**config.mk**
```make
export PLATFORM = sky130hd
export DESIGN_NAME = gpt_pair
export DESIGN_NICKNAME = d
export VERILOG_FILES = /design/src/design/gpt_pair.v
export VERILOG_INCLUDE_DIRS = /design/src /design/src/include
export SDC_FILE = /design/constraint.sdc
export NUM_CORES = 1
export LEC_CHECK = 0
export ABC_CLOCK_PERIOD_IN_PS = 5900
export BUFFER_PORTS_ARGS = -buffer_cell sky130_fd_sc_hd__buf_2
export CELL_PAD_IN_SITES_DETAIL_PLACEMENT = 2
export CELL_PAD_IN_SITES_GLOBAL_PLACEMENT = 2
export CORE_MARGIN = 3
export CORE_UTILIZATION = 29
export DETAILED_ROUTE_END_ITERATION = 10
export GPL_TIMING_DRIVEN = 0
export PLACE_DENSITY = 0.83
export REMOVE_ABC_BUFFERS = 1
export SLEW_MARGIN = 20
export SYNTH_ARGS = -nofsm -noshare
export SYNTH_HDL_FRONTEND = slang
export SYNTH_SLANG_ARGS = --single-unit
```
**constraint.sdc**
```tcl
create_clock -name CLK -period 5.9 [get_ports CLK]
set_clock_uncertainty 0.1 [all_clocks]
set_input_delay 0.885 -clock CLK [delete_from_list [all_inputs] [get_ports CLK]]
set_output_delay 0.885 -clock CLK [all_outputs]
set_load 0.02 [all_outputs]
```
**src/include/gpt_regs.vh**
```
`ifndef GPT_REGS_VH
`define GPT_REGS_VH
// Control word field positions
`define GPT_CTL_ON 15
`define GPT_CTL_STOP_IN_IDLE 13
`define GPT_CTL_GATE 7
`define GPT_CTL_PS_HI 6
`define GPT_CTL_PS_LO 4
`define GPT_CTL_PAIR 3
`define GPT_CTL_SRC 1
`define GPT_CTL_WIDTH 16
`define GPT_CTL_RESET 16'h0000
`define GPT_CNT_RESET 16'h0000
`define GPT_PER_RESET 16'hffff
`define GPT_SYNC_STAGES 2
// Source clocks per count for each prescale code
`define GPT_PS_DIV0 9'h001
`define GPT_PS_DIV1 9'h002
`define GPT_PS_DIV2 9'h004
`define GPT_PS_DIV3 9'h008
`define GPT_PS_DIV4 9'h010
`define GPT_PS_DIV5 9'h020
`define GPT_PS_DIV6 9'h040
`define GPT_PS_DIV7 9'h100
`endif

```
**src/design/gpt_pair.v**
```verilog
`timescale 1ns/10ps
`include "gpt_regs.vh"
// Function
// RQ1: Gated mode counts only peripheral clock; external source disables gating.
// RQ2: Gate rising edge enables counting; every clock counts at prescale 1:1.
// RQ3: Gated match clears counter next clock, no match event, keeps counting.
// RQ4: Gate falling edge raises gate event, stops counting, counter holds.
// RQ5: Internal source with prescale N advances counter every Nth clock.
// RQ6: Software configures gated mode while disabled, enabling last.
// RQ7: Software clears timer-on before reconfiguring, sets it last.
// RQ8: Pair bit with internal source forms one 32-bit counter at 1:1.
// RQ9: 32-bit internal match raises event and clears counter next clock.
// RQ10: Chaining only between timers two-three and four-five; even is low half.
// RQ11: Enabled even timer with pair bit enables odd partner automatically.
// RQ12: In 32-bit operation even control used; odd control writes ignored.
// RQ13: In 32-bit gated or external modes even pin used, odd pin ignored.
// RQ14: In 32-bit operation events go to odd flag; even flag ignored.
// RQ15: Even count and period writes load whole 32-bit pair.
// RQ16: 32-bit external mode counts each synchronised rising external edge at 1:1.
// RQ17: 32-bit external match raises event, clears counter next external edge.
// RQ18: External source with prescale N advances every Nth external edge.
// RQ19: Prescale codes map to 1,2,4,8,16,32,64,256 source clocks per count.
// RQ20: Clearing timer-on stops timer; other control bits stay unchanged.
// RQ21: Stop-in-idle halts the timer during processor idle.
// RQ22: Match or gate event sets sticky flag until software clears it.
// RQ23: Gate/clock pin passes two-stage synchroniser before edge detection.
module gpt_pair #(
  parameter CW = 16
) (
  // Clock and reset
  input wire CLK,
  input wire SRST,
  // Processor state
  input wire CPU_IDLE,
  // Control words
  input wire EVEN_CTL_WE,
  input wire [CW-1:0] EVEN_CTL_WD,
  input wire ODD_CTL_WE,
  input wire [CW-1:0] ODD_CTL_WD,
  output wire [CW-1:0] EVEN_CTL,
  output wire [CW-1:0] ODD_CTL,
  // Count and period loads, 32-bit writes through the even registers
  input wire EVEN_CNT_WE,
  input wire ODD_CNT_WE,
  input wire [2*CW-1:0] CNT_WD,
  input wire EVEN_PER_WE,
  input wire ODD_PER_WE,
  input wire [2*CW-1:0] PER_WD,
  output wire [CW-1:0] EVEN_CNT,
  output wire [CW-1:0] ODD_CNT,
  output wire [CW-1:0] EVEN_PER,
  output wire [CW-1:0] ODD_PER,
  // Clock or gate pins
  input wire EVEN_PIN,
  input wire ODD_PIN,
  // Event flags and enables
  input wire EVEN_FLAG_CLR,
  input wire ODD_FLAG_CLR,
  input wire EVEN_EVT_EN,
  input wire ODD_EVT_EN,
  output wire EVEN_FLAG,
  output wire ODD_FLAG,
  output wire EVEN_IRQ,
  output wire ODD_IRQ
);

  reg [CW-1:0] ctl [0:1];
  reg [CW-1:0] cnt [0:1];
  reg [CW-1:0] per [0:1];
  reg [1:0] sync1, sync2, sync3;
  reg [1:0] flag;
  reg [1:0] next_flag;
  reg [1:0] evt;
  reg [1:0] pin_rise;
  reg [1:0] pin_fall;
  reg [CW-1:0] next_ctl0;
  reg [CW-1:0] next_ctl1;
  reg [CW-1:0] next_cnt0;
  reg [CW-1:0] next_cnt1;
  reg [CW-1:0] next_per0;
  reg [CW-1:0] next_per1;
  wire [1:0] gate_run;
  wire pair = ctl[0][`GPT_CTL_PAIR];
  wire [1:0] rise = sync2 & ~sync3;
  wire [1:0] fall = ~sync2 & sync3;

  // Count length per prescale code
  function [8:0] ps_len;
    input [2:0] code;
    begin
      case (code) // RQ19
        3'h0: ps_len = `GPT_PS_DIV0;
        3'h1: ps_len = `GPT_PS_DIV1;
        3'h2: ps_len = `GPT_PS_DIV2;
        3'h3: ps_len = `GPT_PS_DIV3;
        3'h4: ps_len = `GPT_PS_DIV4;
        3'h5: ps_len = `GPT_PS_DIV5;
        3'h6: ps_len = `GPT_PS_DIV6;
        default: ps_len = `GPT_PS_DIV7;
      endcase
    end
  endfunction

  // Increment, or wrap to zero on a period match
  function [2*CW-1:0] step;
    input [2*CW-1:0] value;
    input [2*CW-1:0] limit;
    begin
      if (value == limit)
        step = {(2*CW){1'b0}};
      else
        step = value + {{(2*CW-1){1'b0}}, 1'b1};
    end
  endfunction

  // Pin synchroniser; first stage feeds only the second
  always @(posedge CLK) begin // RQ23
    if (SRST) begin
      sync1 <= 2'h0;
      sync2 <= 2'h0;
      sync3 <= 2'h0;
    end else begin
      sync1 <= {ODD_PIN, EVEN_PIN};
      sync2 <= sync1;
      sync3 <= sync2;
    end
  end

  // Control words
  always @(posedge CLK) begin
    if (SRST) begin
      ctl[0] <= `GPT_CTL_RESET;
      ctl[1] <= `GPT_CTL_RESET;
    end else begin
      ctl[0] <= next_ctl0;
      ctl[1] <= next_ctl1;
    end
  end

  // Odd word frozen while paired, so a stray write cannot split the pair
  always @* begin
    next_ctl0 = ctl[0];
    next_ctl1 = ctl[1];
    if (EVEN_CTL_WE)
      next_ctl0 = EVEN_CTL_WD;
    if (ODD_CTL_WE && !pair)
      next_ctl1 = ODD_CTL_WD; // RQ12
  end

  // Per-timer control decode; odd follows even while paired
  wire [CW-1:0] eff1 = pair ? ctl[0] : ctl[1]; // RQ11 RQ12
  wire [1:0] on = {eff1[`GPT_CTL_ON], ctl[0][`GPT_CTL_ON]};
  wire [1:0] stop_in_idle = {eff1[`GPT_CTL_STOP_IN_IDLE], ctl[0][`GPT_CTL_STOP_IN_IDLE]};
  wire [1:0] ext = {eff1[`GPT_CTL_SRC], ctl[0][`GPT_CTL_SRC]};
  // Gating only meaningful with internal source
  wire [1:0] gated = {eff1[`GPT_CTL_GATE], ctl[0][`GPT_CTL_GATE]} & ~ext; // RQ1
  // In pair mode both halves use the even pin
  always @* begin
    pin_rise = rise;
    pin_fall = fall;
    if (pair) begin
      pin_rise = {2{rise[0]}}; // RQ13
      pin_fall = {2{fall[0]}}; // RQ13
    end
  end
  wire [1:0] halt = ~on | (stop_in_idle & {2{CPU_IDLE}}); // RQ20 RQ21

  // Source tick: peripheral clock, or synced external edge
  wire [1:0] src_tick = (ext & pin_rise) | (~ext & (~gated | gate_run)); // RQ2 RQ16
  wire [1:0] ps_done;
  wire [1:0] tick;
  genvar g;
  generate
    for (g = 0; g < 2; g = g + 1) begin : gp
      wire [2:0] code = (g == 1 && pair) ? ctl[0][`GPT_CTL_PS_HI:`GPT_CTL_PS_LO] :
                        ctl[g][`GPT_CTL_PS_HI:`GPT_CTL_PS_LO];
      wire [8:0] len = ps_len(code);
      // Own count write; the odd one is ignored while paired
      wire load = pair ? EVEN_CNT_WE : (g == 0 ? EVEN_CNT_WE : ODD_CNT_WE);
      reg [8:0] pre;
      reg run;
      assign ps_done[g] = (pre == len - 9'h001);
      assign tick[g] = src_tick[g] & ps_done[g] & ~halt[g]; // RQ5 RQ18
      assign gate_run[g] = run;
      // Prescale counter cleared on disable and on count writes
      always @(posedge CLK) begin
        if (SRST || !on[g] || load)
          pre <= 9'h000;
        else if (src_tick[g] && !halt[g])
          pre <= ps_done[g] ? 9'h000 : pre + 9'h001;
      end
      // Gate window
      always @(posedge CLK) begin
        if (SRST || !on[g] || !gated[g])
          run <= 1'b0;
        else if (pin_rise[g])
          run <= 1'b1; // RQ2
        else if (pin_fall[g])
          run <= 1'b0; // RQ4
      end
    end
  endgenerate

  // Match: 16-bit per timer or 32-bit on the pair
  wire [2*CW-1:0] cnt32 = {cnt[1], cnt[0]};
  wire [2*CW-1:0] per32 = {per[1], per[0]};
  wire match32 = (cnt32 == per32);
  wire [1:0] match16 = {cnt[1] == per[1], cnt[0] == per[0]};
  wire [2*CW-1:0] step_pair = step(cnt32, per32);
  wire [2*CW-1:0] step_even = step({{CW{1'b0}}, cnt[0]}, {{CW{1'b0}}, per[0]});
  wire [2*CW-1:0] step_odd = step({{CW{1'b0}}, cnt[1]}, {{CW{1'b0}}, per[1]});

  // Events; gated match stays silent
  wire [1:0] gate_evt = gated & gate_run & pin_fall & ~halt; // RQ4
  wire [1:0] match_evt = {~pair & tick[1] & match16[1] & ~gated[1],
                          ~pair & tick[0] & match16[0] & ~gated[0]}; // RQ3
  wire pair_evt = pair & ((tick[0] & match32 & ~gated[0]) | gate_evt[0]); // RQ9 RQ17
  // Even flag idles while paired so software sees one source
  always @* begin
    evt = match_evt | gate_evt;
    if (pair)
      evt = {pair_evt, 1'b0}; // RQ14
  end

  // Count and period registers
  always @(posedge CLK) begin
    if (SRST) begin
      cnt[0] <= `GPT_CNT_RESET;
      cnt[1] <= `GPT_CNT_RESET;
      per[0] <= `GPT_PER_RESET;
      per[1] <= `GPT_PER_RESET;
    end else begin
      cnt[0] <= next_cnt0;
      cnt[1] <= next_cnt1;
      per[0] <= next_per0;
      per[1] <= next_per1;
    end
  end

  // Next count and period; a count write wins over a tick in the same cycle
  always @* begin
    next_cnt0 = cnt[0];
    next_cnt1 = cnt[1];
    next_per0 = per[0];
    next_per1 = per[1];
    if (pair) begin
      if (EVEN_PER_WE) begin
        next_per0 = PER_WD[CW-1:0]; // RQ15
        next_per1 = PER_WD[2*CW-1:CW]; // RQ15
      end
      if (EVEN_CNT_WE) begin
        next_cnt0 = CNT_WD[CW-1:0]; // RQ15
        next_cnt1 = CNT_WD[2*CW-1:CW]; // RQ15
      end else if (tick[0]) begin
        // Even half is the low word of the chained count
        next_cnt0 = step_pair[CW-1:0]; // RQ8 RQ9 RQ10
        next_cnt1 = step_pair[2*CW-1:CW]; // RQ8 RQ9 RQ10
      end
    end else begin
      if (EVEN_PER_WE)
        next_per0 = PER_WD[CW-1:0];
      if (ODD_PER_WE)
        next_per1 = PER_WD[CW-1:0];
      if (EVEN_CNT_WE)
        next_cnt0 = CNT_WD[CW-1:0];
      else if (tick[0])
        next_cnt0 = step_even[CW-1:0]; // RQ3
      if (ODD_CNT_WE)
        next_cnt1 = CNT_WD[CW-1:0];
      else if (tick[1])
        next_cnt1 = step_odd[CW-1:0]; // RQ3
    end
  end

  // Sticky flags; set wins over clear
  always @(posedge CLK) begin
    if (SRST)
      flag <= 2'h0;
    else
      flag <= next_flag;
  end

  always @* begin
    next_flag = flag & ~{ODD_FLAG_CLR, EVEN_FLAG_CLR};
    next_flag = next_flag | evt; // RQ22
  end

  assign EVEN_CTL = ctl[0];
  assign ODD_CTL = ctl[1];
  assign EVEN_CNT = cnt[0];
  assign ODD_CNT = cnt[1];
  assign EVEN_PER = per[0];
  assign ODD_PER = per[1];
  assign EVEN_FLAG = flag[0];
  assign ODD_FLAG = flag[1];
  // Even enable ignored while paired
  assign EVEN_IRQ = flag[0] & EVEN_EVT_EN & ~pair; // RQ14
  assign ODD_IRQ = flag[1] & ODD_EVT_EN;

endmodule // gpt_pair

```
Yosys cells after proc, flatten, opt, wreduce, memory -nomap -nowiden. Memories as Yosys holds them, arrays and structs flattened. Cells that the tools add are included.

Output and inout port bits: 100. Bits in latches: 0. Memories: 3. Input bits: 111. ROM bits: 0. Flip-flop bits (word level): 28. Bits in writable memories: 96.

Memories: cnt (depth 2, bits a word 16, read ports 2, clocked after memory_dff 0, write ports 2, RTL line gpt_pair.v:68) `reg [CW-1:0] cnt [0:1];`; ctl (depth 2, bits a word 16, read ports 2, clocked after memory_dff 0, write ports 2, RTL line gpt_pair.v:67) `reg [CW-1:0] ctl [0:1];`; per (depth 2, bits a word 16, read ports 2, clocked after memory_dff 0, write ports 2, RTL line gpt_pair.v:69) `reg [CW-1:0] per [0:1];`.

Reduce and logical (&&, ||, !) cells: 20. Muxes and demuxes: 42. Shifts and indexed selects: 0. Divide/modulo/power cells: 0. Equal/unequal tests: 17. $add $sub $neg: 7. Bitwise logic cells: 50. Magnitude comparators: 0. Multipliers: 0.

Operators by type and width (number): two-way mux 16 bit (25); one-hot mux 9 bit (7 select lines) (2); adder 16 x 1 -> 16 bit (second input constant) (2); adder 32 x 1 -> 32 bit (second input constant) (1); equality test 16 bit (2); equality test 32 bit (1); two-way mux 32 bit (1); bitwise AND 2 bit (10); adder 9 x 1 -> 9 bit (second input constant) (2); equality test 3 bit (second input constant) (6); equality test 9 bit (2); two-way mux 9 bit (2); subtractor 9 x 1 -> 9 bit (second input constant) (2); bitwise AND 1 bit (16); NOT 2 bit (7); equality test 3 x 2 -> 1 bit (second input constant) (4); bitwise OR 2 bit (5); two-way mux 1 bit (8); logical NOT 1 bit (7); bitwise OR 1 bit (7); equality test 3 x 1 -> 1 bit (second input constant) (2); logical NOT 3 bit (2); logical OR 1 bit (6); two-way mux 2 bit (3); 4 further kinds (11).

Logic depth before layout (Yosys ltp). An unclocked memory read counts as a cell.

Word-level depth: 16. Depth in mapped cells: 17. Gate-level depth less buffers: 12.

Least setup slack after synthesis. OpenSTA, ideal clock, no wires.

Path kind: register -> register. From: memory ctl[0][3]. To: memory cnt[1][5], in the netlist cnt[0][21]. Stages on the path, launching flop included: 18. Setup slack: 1.508 ns. Library setup time: 0.131 ns. Arrival: 4.161 ns. Cell sequence: dfxtp_1 -> buf_2 -> buf_2 -> buf_1 -> clkbuf_1 -> nand2_1 -> o31ai_1 -> nand2_1 -> ha_1 -> xnor2_1 -> o21a_1 -> or4_1 -> or4_1 -> buf_2 -> o31a_1 -> buf_6 -> o311ai_1 -> o31ai_1.

RTL lines (RTL line): start: declaration (gpt_pair.v:67); end: declaration (gpt_pair.v:68).

==> flow_summary.toml <==
[synthesis]
synth_adder_area_share_pct = 1.41
synth-compound-area-share_pct = 19.2
synth_top_family_by_area = "simple AND/OR/NAND/NOR gates"
netlist_instances = 878
syn_area_per_cell_sq_um = 8.08
synth_seq_cells = 124
synth_top_area_cell = "dfxtp_1"
synth-simple-area-share_pct = 23.8
synthDistinctLibCells = 75
synthArstFlopShare_pct = 0
muxShareOfSynthArea_pct = 8.24
synthTopCellsByArea = "dfxtp_1 35%, mux2i_1 7.8%, nand2_1 7.5%"
yosys.area.top_type_share_pct = 35.0
synthXorXnorAreaFrac_pct = 7.66
yosys_warnings = 0
syn_area_sq_um = 7090
ys_seq_area_share_pct = 35.0
synthFlopType = "dfxtp_1"
synth_edf_count = 0

[route]
wirelength_mm = 30.8
drt-pass1-iter-count = 4
via_count = 7561
drc = 0
antenna_left = 0
wl_per_cell_microns = 22.3
via_per_inst = 5.48
dr.first_iter.drc_count = 453

[finish]
drive_gt1_share_pct = 25.4
final_cell_mix = "209 x buf_2, 141 x nand2_1, 123 x dfxtp_1, 67 x nor2_1, 55 x mux2i_1"
instances_no_fill = 1379
fillers = 2756
final_nets = 1165
synthToLayoutAreaGrowth_pct = 25.8
final_common_cell = "buf_2"

[floorplanning]
core_area_sq_um = 23800
fp.dieArea_sq_um = 26400
die_h_microns = 162
rows = 56
die_w_microns = 162
initial_utilization_pct = 29.9
ioPinCount = 211

[pwr]
share_comb_of_total_power_pct = 18.2
p_int_mw = 1.60
ir_drop_mv = 0.156
clockPowerShare_pct = 41.2
power_density_nw_per_um2 = 268
p_sw_share_pct = 33.2
finalPower_mw = 2.39
switching_power_mw = 0.795
pwr-share-seq_pct = 40.6
leakagePower_nw = 3.54

[global_routing]
grt_overflow = 0
antenna_found_initial = 3
grt_pass1_wl_mm = 47.8
grt_start_max_net_pins = 53
grtUsageTotal_pct = 23.1
grt_pass1_vias = 8113

[clocking]
cts_inserted_buffers = 17
clkSinkCount = 124
cts_root_buf = "clkbuf_16"
postCtsHoldBufs = 0
cts_resized = 0
cts_tree = "done"
h-tree-depth = 4
clockBufferDepth = 2
postCtsSetupBuffers = 0
clkLatencyLatePin_ps = 430
path_clk_slew_ps = 70

[worst_setup_path]
cp.arrival_ps = 4730
r2r_slack_ps = 1350
endpoint_kind = "flop"
worst-path-max-fanout = 52
crit_required_ps = 6080
crit_path_start_kind = "flop"
r2r_cells = 10
reg2reg_to = "cnt[0][22]"
r2r-start = "ctl[0][3]"
path_class = "reg -> reg"

[sta]
grt_setup_unrepaired = "false"
max_freq_mhz = 220
relSlewSlack_pct = 33.4
worstMarginPinSlew_ps = 990
hold_viol = 0
setup_viol = 0
slew_viol_final = 0
finalSetupTns_ps = 0
period_share_pct = 77.1
layout_min_cycle_time_ps = 4550

[place]
io_buffers = 210
dp_cells = 1346
routabilityCongestion = 0.845
dpl.hpwl_mm = 23.0

[run_status]
status = "complete, no violations"

[hold_path]
hold_class = "reg -> reg"
hold_end = "sync2[1]"
holdPathStages = 1
worstHoldStart = "sync1[1]"

[job]
cap_violations = 0
layout make-up:
| type | instances | area, sq um | area share (%) |
|---|---|---|---|
| Multi-Input combinational cell | 669 | 4300 | 48.1 |
| Sequential cell | 124 | 2490 | 27.9 |
| Timing Repair Buffer | 215 | 1130 | 12.6 |
| Clock buffer | 18 | 429 | 4.81 |
| Tap cell | 319 | 399 | 4.47 |
| Clock inverter | 14 | 114 | 1.28 |
| Inverter | 19 | 71.3 | 0.799 |
| Antenna cell | 1 | 2.50 | 0.0280 |
state kept, by name (all words and copies together) (netlist names):
| register | cells |
|---|---|
| gp.pre | 18 |
| per | 32 |
| gp.run | 2 |
| flag | 2 |
| cnt | 32 |
| sync2 | 2 |
| sync1 | 2 |
| sync3 | 2 |
| ctl | 32 |
per-layer routing:
metal  GRT usage (%)  share of wire [%]
met5               0               0.13
met4            7.21                2.7
met3            5.21                6.0
met2            40.7                 48
met1            28.1                 43
how the worst max path moves through the flow:
stage          startpoint         end  depth (start not counted)
2_1_floorplan   ctl[0][3]  cnt[0][30]                         10
3_3_place_gp    ctl[0][3]  cnt[0][30]                          9
3_5_place_dp    ctl[0][3]  cnt[0][28]                         10
4_1_cts         ctl[0][3]  cnt[0][22]                         10
5_1_grt         ctl[0][6]  cnt[0][13]                         10
6_report        ctl[0][3]  cnt[0][22]                         10
power groups by stage:
stage          sequential (mW)  combinational [mW]  clock (mW)
2_1_floorplan             1.01               0.195           0
3_3_place_gp             0.981               0.414           0
3_5_place_dp             0.986               0.433           0
4_1_cts                  0.968               0.438        1.01
5_1_grt                  0.977               0.474        1.05
6_report                 0.970               0.435       0.986
cells by family after synthesis:
group	Yosys count
XOR/XNOR	62
AO/OA/AOI/OAI	196
multiplexers	58
flip-flops	124
buffers and inverters	85
adder cells (fa/ha/maj)	8
AND/OR/NAND/NOR	345
worst max-delay path, stage by stage (launching register included):
cell      delay [ps]
dfxtp_4          850
mux2_2           460
nand2_1           90
ha_1             310
xnor2_1          150
o21a_1           120
or4_1            520
or4_1            670
o31a_1           520
nor2_1           430
a311oi_1         150
cell usage after synthesis, drive strengths merged (14+ instances only):
library cell / instances
dfxtp: 124
o311ai: 14
nor2b: 15
xnor2: 39
nor2: 67
xor2: 23
o21ai: 26
nand2: 142
clkbuf: 55
a21oi: 53
a31oi: 14
mux2i: 55
inv: 19
nand3: 22
nand4: 21
per-stage QoR:
stage          cell area, sq um  hold WS, ps  util (%)  setup slack [ps]
2_1_floorplan              6830          314         -              1270
3_3_place_gp               8280          331      34.9               178
3_5_place_dp               8380          335      35.3              1420
4_1_cts                    8920          361      37.6              1370
5_1_grt                    8920          372      37.6              1080
6_report                   8920          354      37.6              1350
No activity file was read; power rests on OpenSTA's default activity.
